===== config.mk =====
export PLATFORM = sky130hd
export DESIGN_NAME = pfl_top
export DESIGN_NICKNAME = d
export VERILOG_FILES = /design/src/hw/pfl_pkg.sv /design/src/hw/pfl_top.sv
export SDC_FILE = /design/constraint.sdc
export NUM_CORES = 1
export LEC_CHECK = 0
export ABC_AREA = 1
export BUFFER_PORTS_ARGS = -buffer_cell sky130_fd_sc_hd__buf_2
export CORE_ASPECT_RATIO = 1.25
export CORE_UTILIZATION = 57
export DETAILED_ROUTE_END_ITERATION = 12
export PLACE_DENSITY = 0.91
export SYNTH_ARGS = -nofsm -noshare
export SYNTH_HDL_FRONTEND = slang
export SYNTH_SLANG_ARGS = --single-unit
export TNS_END_PERCENT = 10

===== constraint.sdc =====
create_clock -name pclk -period 2.2 [get_ports pclk]
set_input_delay 0.11 -clock pclk [delete_from_list [all_inputs] [get_ports pclk]]
set_output_delay 0.11 -clock pclk [all_outputs]
set_load 0.01 [all_outputs]

===== src/hw/pfl_pkg.sv =====
package pfl_pkg;
  localparam int          ADDR_W        = 12;
  // Register indices; byte address is four times the index
  localparam logic [7:0]  IDX_ENABLE    = 8'hCF;
  localparam logic [7:0]  IDX_CONTROL   = 8'hD2;
  localparam logic [7:0]  IDX_PER_LO    = 8'hD3;
  localparam logic [7:0]  IDX_PER_HI    = 8'hD4;
  localparam logic [7:0]  IDX_DUTY_LO   = 8'hD5;
  localparam logic [7:0]  IDX_DUTY_HI   = 8'hD6;
  localparam logic [7:0]  IDX_LOCK      = 8'hE7;
  localparam logic [7:0]  IDX_GIEN      = 8'hE8;
  localparam logic [7:0]  LOCK_KEY      = 8'h55;
  localparam logic [7:0]  RST_BYTE      = 8'h00;
  // Field positions
  localparam int          EN_FAULT_BIT  = 6;
  localparam int          CTL_IE_BIT    = 7;
  localparam int          CTL_IF_BIT    = 6;
  localparam int          CTL_FS_BIT    = 4;
  localparam int          CTL_FP_BIT    = 3;
  localparam int          CTL_POL_BIT   = 2;
  // Cycles from enable write to waveform on the pin
  localparam int          EN_DELAY_CYC  = 3;

  typedef struct packed {
    logic              psel;
    logic              penable;
    logic              pwrite;
    logic [ADDR_W-1:0] paddr;
    logic [31:0]       pwdata;
  } pfl_apb_req_t;

  typedef struct packed {
    logic [5:0] level;
    logic [5:0] drive;
  } pfl_pins_t;

  function automatic logic [ADDR_W-1:0] reg_addr(input logic [7:0] idx);
    return {2'b00, idx, 2'b00};
  endfunction

  // Prescaler mask: 1, 3, 7, 15 for /2, /4, /8, /16
  function automatic logic [3:0] div_mask(input logic [1:0] sel);
    return 4'(({1'b0, 4'h2} << sel) - 5'h01);
  endfunction
endpackage


===== src/hw/pfl_top.sv =====
// The implementer's own choice: the APB slave port.
`timescale 1ns/1ns
module pfl_top
  import pfl_pkg::*;
(
  input  wire logic         pclk,
  input  wire logic         presetn,
  input  wire pfl_apb_req_t apb_req,
  output logic              pready,
  output logic [31:0]       prdata,
  output logic              pslverr,
  input  wire logic         fault_pin,
  input  wire logic [1:0]   sub_wave,
  input  wire logic [1:0]   sub_irq,
  output pfl_pins_t         pins,
  output logic              fault_sel,
  output logic              irq
);
  // Register state
  logic [6:0]  en_r;
  logic        ie_r, if_r, fs_r, fp_r, pol_r;
  logic [1:0]  clk_r;
  logic [11:0] per_r, duty_r;
  logic [7:0]  lock_r;
  logic        gien_r;
  // Period-boundary shadows and counters
  logic [11:0] per_a, duty_a, cnt_r, cnt_nxt;
  logic        pol_a;
  logic [1:0]  clk_a;
  logic [3:0]  pre_r;
  logic        hold_r, fs_nxt, if_nxt, hold_nxt;
  logic [5:0]  en_d1, en_d2;
  logic        pready_r, pslverr_r, fault_sel_r, irq_r;
  logic [31:0] prdata_r;
  pfl_pins_t   pins_r, pins_nxt;

  // Bus decode
  wire         setup    = apb_req.psel & ~apb_req.penable;
  wire         wr       = apb_req.psel & apb_req.penable & pready_r & apb_req.pwrite;
  wire [7:0]   wdat     = apb_req.pwdata[7:0];
  wire         unlocked = (lock_r == LOCK_KEY);
  wire         hit_en   = apb_req.paddr == reg_addr(IDX_ENABLE);
  wire         hit_ctl  = apb_req.paddr == reg_addr(IDX_CONTROL);
  wire         hit_pl   = apb_req.paddr == reg_addr(IDX_PER_LO);
  wire         hit_ph   = apb_req.paddr == reg_addr(IDX_PER_HI);
  wire         hit_dl   = apb_req.paddr == reg_addr(IDX_DUTY_LO);
  wire         hit_dh   = apb_req.paddr == reg_addr(IDX_DUTY_HI);
  wire         hit_lk   = apb_req.paddr == reg_addr(IDX_LOCK);
  wire         hit_ge   = apb_req.paddr == reg_addr(IDX_GIEN);
  wire         mapped   = hit_en | hit_ctl | hit_pl | hit_ph | hit_dl | hit_dh | hit_lk | hit_ge;
  wire         wr_g     = wr & unlocked;
  wire         wr_ctl   = wr_g & hit_ctl;
  wire [7:0]   ctl_rd   = {ie_r, if_r, 1'b0, fs_r, fp_r, pol_r, clk_r};
  wire [7:0]   rd_mux   = hit_en  ? {1'b0, en_r} :
                          hit_ctl ? ctl_rd :
                          hit_pl  ? per_r[7:0] :
                          hit_ph  ? {4'h0, per_r[11:8]} :
                          hit_dl  ? duty_r[7:0] :
                          hit_dh  ? {4'h0, duty_r[11:8]} :
                          hit_lk  ? lock_r :
                          hit_ge  ? {7'h00, gien_r} : RST_BYTE;

  // Fault detection and the 12-bit counter
  wire         fault_act = en_r[EN_FAULT_BIT] & (fault_pin == fp_r);
  wire         run       = en_r[0] | en_r[3];
  wire [3:0]   dmask     = div_mask(clk_a);
  wire         tick      = run & ((pre_r & dmask) == dmask);
  wire         last      = (cnt_r == per_a - 12'h001);
  wire         bound     = tick & ((per_a == 12'h000) | last);
  wire         load      = ~run | bound;
  wire         ovf       = tick & (per_a != 12'h000) & last;
  wire         raw       = (per_a == 12'h000) ? 1'b0 :
                           (per_a <= duty_a)  ? 1'b1 :
                           (cnt_r < duty_a);
  wire         main_wave = raw ^ pol_a;
  wire         inactive  = fault_act | hold_r;
  wire [5:0]   waves     = {~sub_wave[1], ~sub_wave[0], ~main_wave,
                            sub_wave[1], sub_wave[0], main_wave};
  wire [5:0]   live      = en_r[5:0] & en_d2;

  // Next-state terms for flags and the counter
  always_comb begin
    fs_nxt   = fault_act | (fs_r & ~(wr_ctl & ~wdat[CTL_FS_BIT]));
    if_nxt   = ovf | (if_r & ~(wr_ctl & ~wdat[CTL_IF_BIT]));
    hold_nxt = fault_act | (hold_r & (fs_r | ~load));
    cnt_nxt  = load ? 12'h000 : (tick ? cnt_r + 12'h001 : cnt_r);
  end

  // Pin levels: off, forced inactive, or waveform
  always_comb begin
    for (int i = 0; i < 6; i++) begin
      pins_nxt.level[i] = ~live[i] ? 1'b0 : (inactive ? pol_a : waves[i]);
    end
    pins_nxt.drive = en_r[5:0];
  end

  // APB answer, one cycle after setup
  always_ff @(posedge pclk or negedge presetn) begin
    if (!presetn) begin
      pready_r  <= 1'b0;
      prdata_r  <= 32'h0000_0000;
      pslverr_r <= 1'b0;
    end else begin
      pready_r  <= setup;
      prdata_r  <= setup ? {24'h00_0000, rd_mux} : 32'h0000_0000;
      pslverr_r <= setup & ~mapped;
    end
  end

  // Software-written registers
  always_ff @(posedge pclk or negedge presetn) begin
    if (!presetn) begin
      en_r   <= 7'h00;
      {ie_r, fp_r, pol_r} <= 3'h0;
      clk_r  <= 2'h0;
      per_r  <= 12'h000;
      duty_r <= 12'h000;
      lock_r <= RST_BYTE;
      gien_r <= 1'b0;
    end else begin
      if (wr_g & hit_en) en_r <= wdat[6:0];
      if (wr_ctl) begin
        {ie_r, fp_r, pol_r} <= {wdat[CTL_IE_BIT], wdat[CTL_FP_BIT], wdat[CTL_POL_BIT]};
        clk_r <= wdat[1:0];
      end
      if (wr_g & hit_pl) per_r[7:0]   <= wdat;
      if (wr_g & hit_ph) per_r[11:8]  <= wdat[3:0];
      if (wr_g & hit_dl) duty_r[7:0]  <= wdat;
      if (wr_g & hit_dh) duty_r[11:8] <= wdat[3:0];
      if (wr & hit_lk) lock_r <= wdat;
      if (wr & hit_ge) gien_r <= wdat[0];
    end
  end

  // Counter, shadows, flags and enable delay
  always_ff @(posedge pclk or negedge presetn) begin
    if (!presetn) begin
      {per_a, duty_a, cnt_r} <= 36'h0;
      {pol_a, clk_a, pre_r} <= 7'h00;
      {fs_r, if_r, hold_r} <= 3'h0;
      {en_d1, en_d2} <= 12'h000;
    end else begin
      pre_r  <= run ? pre_r + 4'h1 : 4'h0;
      cnt_r  <= cnt_nxt;
      if (load) begin
        {per_a, duty_a, pol_a, clk_a} <= {per_r, duty_r, pol_r, clk_r};
      end
      {fs_r, if_r, hold_r} <= {fs_nxt, if_nxt, hold_nxt};
      en_d1  <= en_r[5:0];
      en_d2  <= en_d1;
    end
  end

  // Registered outputs
  always_ff @(posedge pclk or negedge presetn) begin
    if (!presetn) begin
      pins_r      <= '0;
      fault_sel_r <= 1'b0;
      irq_r       <= 1'b0;
    end else begin
      pins_r      <= pins_nxt;
      fault_sel_r <= en_r[EN_FAULT_BIT];
      irq_r       <= gien_r & ((ie_r & if_r) | (|sub_irq));
    end
  end

  assign pready    = pready_r;
  assign prdata    = prdata_r;
  assign pslverr   = pslverr_r;
  assign pins      = pins_r;
  assign fault_sel = fault_sel_r;
  assign irq       = irq_r;

  // Checks
  a_lock_guard: assert property (@(posedge pclk) disable iff (!presetn)
    (wr & hit_pl & ~unlocked) |=> $stable(per_r[7:0]))
    else $error("period low changed while locked");
  a_enable_delay: assert property (@(posedge pclk) disable iff (!presetn)
    $rose(en_r[0]) |-> (pins_r.level[0] == 1'b0)[*3])
    else $error("waveform appeared before three clocks");
  a_disable_now: assert property (@(posedge pclk) disable iff (!presetn)
    !en_r[0] |=> pins_r.level[0] == 1'b0)
    else $error("output not stopped after disable");
  a_fault_ignored: assert property (@(posedge pclk) disable iff (!presetn)
    (!en_r[EN_FAULT_BIT] && !fs_r) |=> !fs_r)
    else $error("fault status set while detection off");
  a_fault_sets: assert property (@(posedge pclk) disable iff (!presetn)
    fault_act |=> fs_r ##0 hold_r)
    else $error("fault did not set status");
  a_clear_blocked: assert property (@(posedge pclk) disable iff (!presetn)
    (wr_ctl && !wdat[CTL_FS_BIT] && fault_act) |=> fs_r)
    else $error("fault status cleared during fault");
  a_inactive_level: assert property (@(posedge pclk) disable iff (!presetn)
    (fault_act && live[3]) |=> pins_r.level[3] == $past(pol_a))
    else $error("companion not at inactive level");
  a_period_zero: assert property (@(posedge pclk) disable iff (!presetn)
    (live[0] && !inactive && per_a == 12'h000) |=> pins_r.level[0] == $past(pol_a))
    else $error("zero period output wrong");
  a_overflow_flag: assert property (@(posedge pclk) disable iff (!presetn)
    ovf |=> if_r ##1 (if_r || $past(wr_ctl)))
    else $error("overflow flag not set");
  c_fault_event: cover property (@(posedge pclk) disable iff (!presetn)
    fault_act ##1 fs_r);
  c_overflow: cover property (@(posedge pclk) disable iff (!presetn) ovf);
  c_pin_rise: cover property (@(posedge pclk) disable iff (!presetn)
    $rose(pins_r.level[0]));
  c_fault_clear: cover property (@(posedge pclk) disable iff (!presetn)
    fs_r ##1 !fs_r);
  c_locked_write: cover property (@(posedge pclk) disable iff (!presetn)
    wr && !unlocked);

  // Pins hand over to the waveform exactly as the enables say
  a_drive_follow: assert property (@(posedge pclk) disable iff (!presetn)
    1'b1 |=> pins_r.drive == $past(en_r[5:0]))
    else $error("pin ownership does not follow enables");
  // Fault pin use follows the fault-enable bit
  a_fsel_follow: assert property (@(posedge pclk) disable iff (!presetn)
    1'b1 |=> fault_sel_r == $past(en_r[EN_FAULT_BIT]))
    else $error("fault pin use does not follow enable");
  // The selected fault level latches the status
  a_fault_level: assert property (@(posedge pclk) disable iff (!presetn)
    (en_r[EN_FAULT_BIT] && fault_pin == fp_r) |=> fs_r)
    else $error("selected fault level not detected");
  // With detection off and nothing pending, pins are never forced
  a_fault_off_pins: assert property (@(posedge pclk) disable iff (!presetn)
    (!en_r[EN_FAULT_BIT] && !hold_r) |=> !hold_r)
    else $error("pins forced while detection off");
  // Every enabled pin past its enable delay takes the inactive level during a fault
  a_all_inactive: assert property (@(posedge pclk) disable iff (!presetn)
    fault_act |=> pins_r.level == ($past(live) & {6{$past(pol_a)}}))
    else $error("pins not all at inactive level");
  // Zero enables silence every pin on the next edge
  a_disable_all: assert property (@(posedge pclk) disable iff (!presetn)
    (en_r[5:0] == 6'h00) |=> pins_r.level == 6'h00)
    else $error("pins not silenced after disable");
  // A cleared status keeps pins forced until the period ends
  a_hold_to_bound: assert property (@(posedge pclk) disable iff (!presetn)
    (hold_r && !fs_r && !fault_act && !load) |=> hold_r)
    else $error("waveform resumed inside a period");
  // At the period start the forced state is released
  a_hold_release: assert property (@(posedge pclk) disable iff (!presetn)
    (hold_r && !fs_r && !fault_act && load) |=> !hold_r)
    else $error("waveform not resumed at period start");
  // Prescaler ticks never fall on two edges in a row
  a_tick_gap: assert property (@(posedge pclk) disable iff (!presetn)
    tick |=> !tick)
    else $error("prescaler ticked twice in a row");
  // The counter restarts at each period boundary
  a_counter_wrap: assert property (@(posedge pclk) disable iff (!presetn)
    bound |=> cnt_r == 12'h000)
    else $error("counter not restarted at boundary");
  // One step per tick inside a period
  a_count_step: assert property (@(posedge pclk) disable iff (!presetn)
    (tick && !load) |=> cnt_r == $past(cnt_r) + 12'h001)
    else $error("counter did not step on tick");
  // No step between ticks
  a_count_hold: assert property (@(posedge pclk) disable iff (!presetn)
    (!tick && !load) |=> $stable(cnt_r))
    else $error("counter moved without tick");
  // Duty portion shows the active level
  a_duty_active: assert property (@(posedge pclk) disable iff (!presetn)
    (live[0] && !inactive && per_a > duty_a && cnt_r < duty_a) |=>
      pins_r.level[0] != $past(pol_a))
    else $error("duty portion not active");
  // The rest of the period shows the inactive level
  a_duty_rest: assert property (@(posedge pclk) disable iff (!presetn)
    (live[0] && !inactive && per_a > duty_a && cnt_r >= duty_a) |=>
      pins_r.level[0] == $past(pol_a))
    else $error("rest of period not inactive");
  // Nonzero period not above duty gives a constant active level
  a_full_active: assert property (@(posedge pclk) disable iff (!presetn)
    (live[0] && !inactive && per_a != 12'h000 && per_a <= duty_a) |=>
      pins_r.level[0] != $past(pol_a))
    else $error("full duty output wrong");
  // Zero period with low-active duty holds the pin high
  a_zero_period_hi: assert property (@(posedge pclk) disable iff (!presetn)
    (live[0] && !inactive && per_a == 12'h000 && pol_a) |=>
      pins_r.level[0])
    else $error("zero period output not high");
  // Shadows move only at a period start or while the counter is stopped
  a_shadow_hold: assert property (@(posedge pclk) disable iff (!presetn)
    !load |=> $stable(per_a) && $stable(duty_a) && $stable(pol_a) && $stable(clk_a))
    else $error("settings changed inside a period");
  // Global enable low blocks every request
  a_irq_gate: assert property (@(posedge pclk) disable iff (!presetn)
    !gien_r |=> !irq_r)
    else $error("request without global enable");
  // Enabled and flagged main channel requests
  a_irq_main: assert property (@(posedge pclk) disable iff (!presetn)
    (gien_r && ie_r && if_r) |=> irq_r)
    else $error("main channel request missing");
  // The 8-bit channels share the same request line
  a_irq_shared: assert property (@(posedge pclk) disable iff (!presetn)
    (gien_r && (|sub_irq)) |=> irq_r)
    else $error("shared request missing");
  // Overflow wins over a clearing write
  a_flag_wins: assert property (@(posedge pclk) disable iff (!presetn)
    (ovf && wr_ctl) |=> if_r)
    else $error("overflow lost to clear");
  // Companion sits opposite its main output
  a_companion_inv: assert property (@(posedge pclk) disable iff (!presetn)
    (live[0] && live[3] && !inactive) |=> pins_r.level[0] != pins_r.level[3])
    else $error("companion not opposite main");
  // Lock key is always writable
  a_lock_write: assert property (@(posedge pclk) disable iff (!presetn)
    (wr && hit_lk) |=> lock_r == $past(wdat))
    else $error("lock key write lost");
  // Locked enables keep their contents
  a_locked_enable: assert property (@(posedge pclk) disable iff (!presetn)
    (wr && hit_en && !unlocked) |=> $stable(en_r))
    else $error("enables changed while locked");
  // Locked control keeps its contents
  a_locked_control: assert property (@(posedge pclk) disable iff (!presetn)
    (wr && hit_ctl && !unlocked) |=> $stable({ie_r, fp_r, pol_r, clk_r}))
    else $error("control changed while locked");
  // Bus answer lasts one cycle
  a_pready_pulse: assert property (@(posedge pclk) disable iff (!presetn)
    pready_r |=> !pready_r)
    else $error("ready held longer than one cycle");
  // Error only comes with the answer
  a_err_with_ready: assert property (@(posedge pclk) disable iff (!presetn)
    pslverr_r |-> pready_r)
    else $error("error without ready");
  // Read data is zero outside the answer
  a_idle_rdata: assert property (@(posedge pclk) disable iff (!presetn)
    !pready_r |-> prdata_r == 32'h0000_0000)
    else $error("read data outside answer");
endmodule


# Word level (Yosys, flattened, before mapping)
# Index checks and enable logic that the tools add are counted.
dict set report totals {
  ff_bits 121
  in_bits 54
}
dict set report classes {
  n_reduce_logical 4
  bitwise 56
  addsub 4
  n_eq_ne 12
  n_mux 26
  order_cmp 2
  n_shift 1
}
# op count
set ops {}
lappend ops {{$eq A12 B10 Y1 const B} 8}
lappend ops {{$mux W8} 8}
lappend ops {{$and A1 B1 Y1} 26}
lappend ops {{$mux W12} 2}
lappend ops {{$or A1 B1 Y1} 16}
lappend ops {{$mux W1} 15}
lappend ops {{$add A12 B1 Y12 const B} 1}
lappend ops {{$eq A12 B12 Y1} 1}
lappend ops {{$le A12 B12 Y1} 1}
lappend ops {{$logic_not A12 Y1} 1}
lappend ops {{$lt A12 B12 Y1} 1}
lappend ops {{$reduce_bool A12 Y1} 1}
lappend ops {{$sub A12 B1 Y12 const B} 1}
lappend ops {{$not A1 Y1} 11}
lappend ops {{$eq A8 B7 Y1 const B} 1}
lappend ops {{$and A6 B6 Y6} 1}
lappend ops {{$add A4 B1 Y4 const B} 1}
lappend ops {{$and A4 B4 Y4} 1}
lappend ops {{$eq A4 B4 Y1} 1}
lappend ops {{$mux W4} 1}
lappend ops {{$shl A2 B2 Y4 const A} 1}
lappend ops {{$sub A4 B1 Y4 const B} 1}
lappend ops {{$reduce_bool A2 Y1} 1}
lappend ops {{$reduce_or A2 Y1} 1}
lappend ops {{other kinds (2)} 2}

# Logic depth before layout (Yosys ltp)
dict set report depth {
  word_depth 11
  mapped_depth 17
  depth_no_buf 15
}

# Worst setup path before layout
# Ideal clock, no wire load.
dict set report synth_path {
  kind {register to register}
  startpoint {register per_a[0]}
  endpoint {register per_a[3]}
  synth_period_minus_slack_ns 1.968
  stages_incl_launch_ff 16
  arrival_ns 1.851
  path_buffers 2
  required_ns 2.083
  slack_ns 0.232
  path_cell_list {dfrtp_1 inv_1 ha_1 nand2_1 nor2_2 nand3_1 nand2_1 nand3_1 nor2_1 nand3_1 nand2_2 nand2_2 buf_6 buf_6 nand2_1 nand2_1}
}
dict set report synth_between {
  elab_chain_cells 5
  word_cells_on_any_way 6
  cone_classes {1 x add/sub; 1 x eq/ne; 3 x bitwise; 1 x reduce/logical}
}
# element line_no
set synth_rtl {}
lappend synth_rtl {{start: declaration} pfl_top.sv:27} ;# logic [11:0] per_a, duty_a, cnt_r, cnt_nxt;
lappend synth_rtl {{start signal: assignment} pfl_top.sv:146} ;# {per_a, duty_a, pol_a, clk_a} <= {per_r, duty_r, pol_r, clk_r};
lappend synth_rtl {{$sub A12 B1 Y12} pfl_top.sv:68} ;# wire last = (cnt_r == per_a - 12'h001);
lappend synth_rtl {{$eq A12 B12 Y1} pfl_top.sv:68}
lappend synth_rtl {{$or A1 B1 Y1 *} pfl_top.sv:69} ;# wire bound = tick & ((per_a == 12'h000) | last);
lappend synth_rtl {{$and A1 B1 Y1 *} pfl_top.sv:69}
lappend synth_rtl {{$or A1 B1 Y1 *} pfl_top.sv:70} ;# wire load = ~run | bound;
# Every way passes the cells marked *; elsewhere a longest branch is shown, timed or not.
# A chain may end at the register's enable or synchronous reset.

# Final worst setup path
dict set report layout_path {
  startpoint {register per_a[1]}
  endpoint {register duty_a[8]}
}
dict set report layout_between {
  elab_chain_cells 5
  word_cells_on_any_way 6
  cone_classes {1 x add/sub; 1 x eq/ne; 3 x bitwise; 1 x reduce/logical}
}
# element line_no
set layout_rtl {}
lappend layout_rtl {{$sub A12 B1 Y12} pfl_top.sv:68}
lappend layout_rtl {{$eq A12 B12 Y1} pfl_top.sv:68}
lappend layout_rtl {{$or A1 B1 Y1 *} pfl_top.sv:69}
lappend layout_rtl {{$and A1 B1 Y1 *} pfl_top.sv:69}
lappend layout_rtl {{$or A1 B1 Y1 *} pfl_top.sv:70}
lappend layout_rtl {{end signal: assignment} pfl_top.sv:146}
lappend layout_rtl {{end: declaration} pfl_top.sv:27}
# Marked as above.

==> impl_summary.txt <==
----------------------------------------------------
[Placement]
  Placer's final routability congestion estimate ... 0.9500
  Final HPWL DP ... 10.86 mm
  Cell count after placement ... 986
  Count of input and output buffers ... 53

[Synth]
  Syn_area_per_cell ... 7.954 um^2
  Cell types with the largest area share after synthesis ... dfrtp_1 (47%), nand2_1 (14%), ha_1 (5.3%)
  Sequential area share after synthesis ... 47.17%
  Flops & latches, synth ... 121
  Post-synth EDFFs ... 0
  Top flip-flop cell by instance count after synthesis ... dfrtp_1
  Top cell type by total area after synthesis ... dfrtp_1
  Async set or reset register ratio after synthesis ... 100.0%
  Synth warn ... 0
  Cell area after synthesis ... 6419 um^2
  Post-Synthesis Cells ... 807
  Synth top area share ... 47.17%
  Number of unique standard cell types used by synthesis ... 38

[STA]
  Minimum hold slack ... 0.04143 ns
  Hold Vio Cnt, Final ... 0
  Fraction of the cycle the final worst path needs ... 111.0%
  Clock skew after layout ... 0.006507 ns
  Unrepaired setup endpoints after global routing ... yes
  Final critical delay including setup and external delays ... 2.442 ns
  Final setup margin ... -0.2423 ns
  Number of failing setup endpoints in the final timing report ... 41
  Actual slew at the worst max-slew pin ... 0.6593 ns
  Relative slew slack ... 56.05%
  Number of max-slew violations in the final report ... 0
  Fmax achieved ... 0.4094 GHz

[Layout]
  Most frequent standard cell in the layout excluding fill and tap cells ... nand2_1
  Top library cells by usage in the layout, fill and taps aside ... nand2_1 (243), dfrtp_1 (116), inv_1 (83), nand3_1 (64), buf_2 (52)
  Antenna cells ... 0
  Fraction of final layout cells sized beyond drive strength 1 ... 15.71%
  Growth of design area from synthesis to finish ... 19.75%
  Reg area ... 3034 um^2
  Total area of multi-input combinational cells ... 2962 um^2
  Number of fill cells in the layout ... 707
  Share of the core filled with cells in the final layout ... 71.35%
  Final nets ... 972
  Number of standard cells in the final layout excluding fillers ... 1036

[Clock tree]
  Clock tree from TritonCTS ... yes
  Clock insertion delay at the later pin of the skew report ... 0.43 ns
  CTS Buf Count ... 17
  Clock-pin slew reported for the worst setup and hold paths after clock tree synthesis ... 0.06 ns
  Max Root-Sink Buffers ... 2
  Root buf cell ... clkbuf_16
  Total clock sinks ... 121
  Number of levels the H-tree was split into ... 4

[Global routing]
  Wire length of the first global-routing pass ... 27.63 mm
  Number of antenna violations at the first check in global routing ... 0
  Vias in the first global route ... 5783
  Largest net degree at the start of global routing ... 122
  Residual overflow from global routing ... 0
  Overall track demand over capacity in global routing ... 30.53%

[Power and ir drop]
  Portion of total power attributed to combinational logic ... 3.2%
  Power per cell area ... 669.3 nW/um^2
  Largest vdd supply drop ... 0.5495 mV
  Leakage power ... 4.104 nW
  Switching power of the nets ... 1.278 mW
  Pint ... 3.866 mW
  Fraction of power consumed by the clock network ... 53.5%
  Net Sw Frac ... 24.85%
  Sequential Power Share ... 43.3%

[Floorplan]
  Die Height ... 120.6 um
  Boundary pin count ... 102
  Area enclosed by the die boundary ... 11690 um^2
  Die boundary width ... 96.92 um
  Starting density of the core ... 59.58%
  Core area ... 10770 um^2
  Rows ... 42

[Setup path]
  Arrival time worst endpoint ... 2.74 ns
  Cell at the slowest stage of the critical path ... dfrtp_1
  Type of the worst setup path ... register to register
  Largest fanout of any net on the critical path ... 7
  List of cells traversed by the critical path ... inv_2 -> ha_4 -> xor2_1 -> o21ai_1 -> nor2_1 -> nand2_1 -> nor2_2 -> nand3_2 -> nand2_4 -> nand2_8 -> clkbuf_16 -> nand2_1 -> nand2_1
  Most frequent cell on the critical path ... nand2_1
  Startpoint type of the worst setup path ... register
  CP Capture Type ... register
  Worst endpoint required time ... 2.50 ns
  Cell family with the largest share of critical-path delay ... simple AND/OR/NAND/NOR gates
  Buffers and inverters on the worst path ... 2
  Crit path largest cell delay ... 0.46 ns

[Status]
  Status ... complete, but fails checks
  Violations in the final reports ... setup timing

[Route]
  Vias per std cell ... 5.895
  Total Wirelength ... 18.69 mm
  Detailed-route wire length per cell ... 18.04 um
  Total via count in the routed design ... 6107
  1st-pass router iterations ... 6
  Drt first-iter violations ... 709
  DRC errors left ... 0
  Remaining number of nets flagged by the antenna check after routing ... 0

[Run]
  Maximum Capacitance Violations ... 0

[Min path]
  Hold WC Path Type ... input port to register

----------------------------------------------------
[cell type report]
| cell class | count | share of cell area [%] |
|---|---|---|
| well taps | 132 | 2.149 |
| repair buffers | 83 | 7.993 |
| clock buffers | 17 | 5.535 |
| flip-flops and latches | 121 | 39.48 |
| multi-input cells | 580 | 38.53 |
| inverters | 88 | 4.298 |
| clock inverters | 15 | 2.019 |
[through the flow]
stage,power [mW],setup WS (ns),cell area (um^2),setup TNS (ns)
CTS,5.131,0.003726,7467,0
finish,5.145,-0.2423,7686,-5.898
global placement,2.415,0.08519,6787,0
global route,5.268,-0.3907,7686,-12.08
detailed placement,2.418,0.05271,6787,0
floorplan,2.350,0.2319,6505,0
[worst reg2reg max path, cell delays in order, from the launching register on]
cell and delay [ns]:
dfrtp_1 0.46, inv_2 0.09, ha_4 0.27, xor2_1 0.18
o21ai_1 0.12, nor2_1 0.20, nand2_1 0.09, nor2_2 0.16
nand3_2 0.12, nand2_4 0.15, nand2_8 0.10, clkbuf_16 0.20
nand2_1 0.08, nand2_1 0.08
[routing by layer]
metal	part of all wire [%]	wire, um	vias up	GRT usage [%]
li1	-	-	2744	-
met1	35	6570	2814	34.06
met2	48	9037	409	50.62
met3	8.1	1505	140	7.399
met4	8.5	1580	0	23.13
met5	0	0	-	0
[registers in the layout (all words and copies together) (netlist names), 2 cells and up]
name,cells
pins,12
per_a,12
lock_r,8
duty_r,12
duty_a,12
en_d2,6
cnt_r,12
pre_r,4
clk_a,2
per_r,12
clk_r,2
en_r,7
prdata,8
[cells in the mapped netlist, types with 2 or more instances]
cell type	count
xnor2_1	5
o221ai_1	2
nor2_1	53
nand3b_1	3
nor3_1	5
nand3_1	67
buf_6	4
buf_2	3
o21bai_1	3
dfrtp_1	121
a31oi_1	3
xor2_1	13
clkbuf_1	8
nand4_1	15
nand2_2	4
nand2_1	247
buf_4	24
o211ai_1	4
nor2_2	6
inv_2	2
a21oi_1	29
ha_1	27
o21ai_0	51
inv_1	86
o21ai_1	4
nor4_1	6
[power groups by stage]
| stage | Combinational (mW) | Sequential (mW) | Clock [mW] |
|---|---|---|---|
| after floorplan | 0.0775 | 2.27 | 0 |
| after global placement | 0.145 | 2.27 | 0 |
| after detailed placement | 0.148 | 2.27 | 0 |
| after CTS | 0.159 | 2.23 | 2.74 |
| after global routing | 0.180 | 2.23 | 2.86 |
| final | 0.162 | 2.23 | 2.75 |
[cell families after synthesis]
family	Yosys count	synth area share, %
other cells	1	0.05842
simple gates	410	27.02
xor+xnor	18	2.456
compound gates	101	8.538
flops	121	47.17
fa+ha+maj	27	5.263
buf+inv	129	9.493
[path summary, 6_finish.rpt]
path / from / end / slack (ns) / depth (start not counted)
hold reg to reg: pins[1]$_DFF_PN0_ / en_d2[1]$_DFF_PN0_ / 0.37 / 0
setup / recovery: per_a[1]$_DFFE_PN0N_ / duty_a[8]$_DFFE_PN0N_ / -0.24 / 13
setup reg to reg: per_a[1]$_DFFE_PN0N_ / duty_a[8]$_DFFE_PN0N_ / -0.24 / 13
hold / removal: apb_req[46] / pready$_DFF_PN0_ / 0.04 / 3
min in group asynchronous: presetn / per_a[10]$_DFFE_PN0N_ / 0.30 / 3
max in group asynchronous: presetn / per_a[5]$_DFFE_PN0N_ / 1.35 / 3
[what timing repair did]
item / in CTS / in global routing
pin swaps: 2 / 10
setup buffers: 2 / 4
hold buffers: 8 / 0
gates resized for setup: 1 / 30
setup endpoints to repair: 2 / 39
endpoints found under the hold margin: 129 / 0
gates cloned: 0 / 4
No activity file was read; power rests on OpenSTA's default activity.
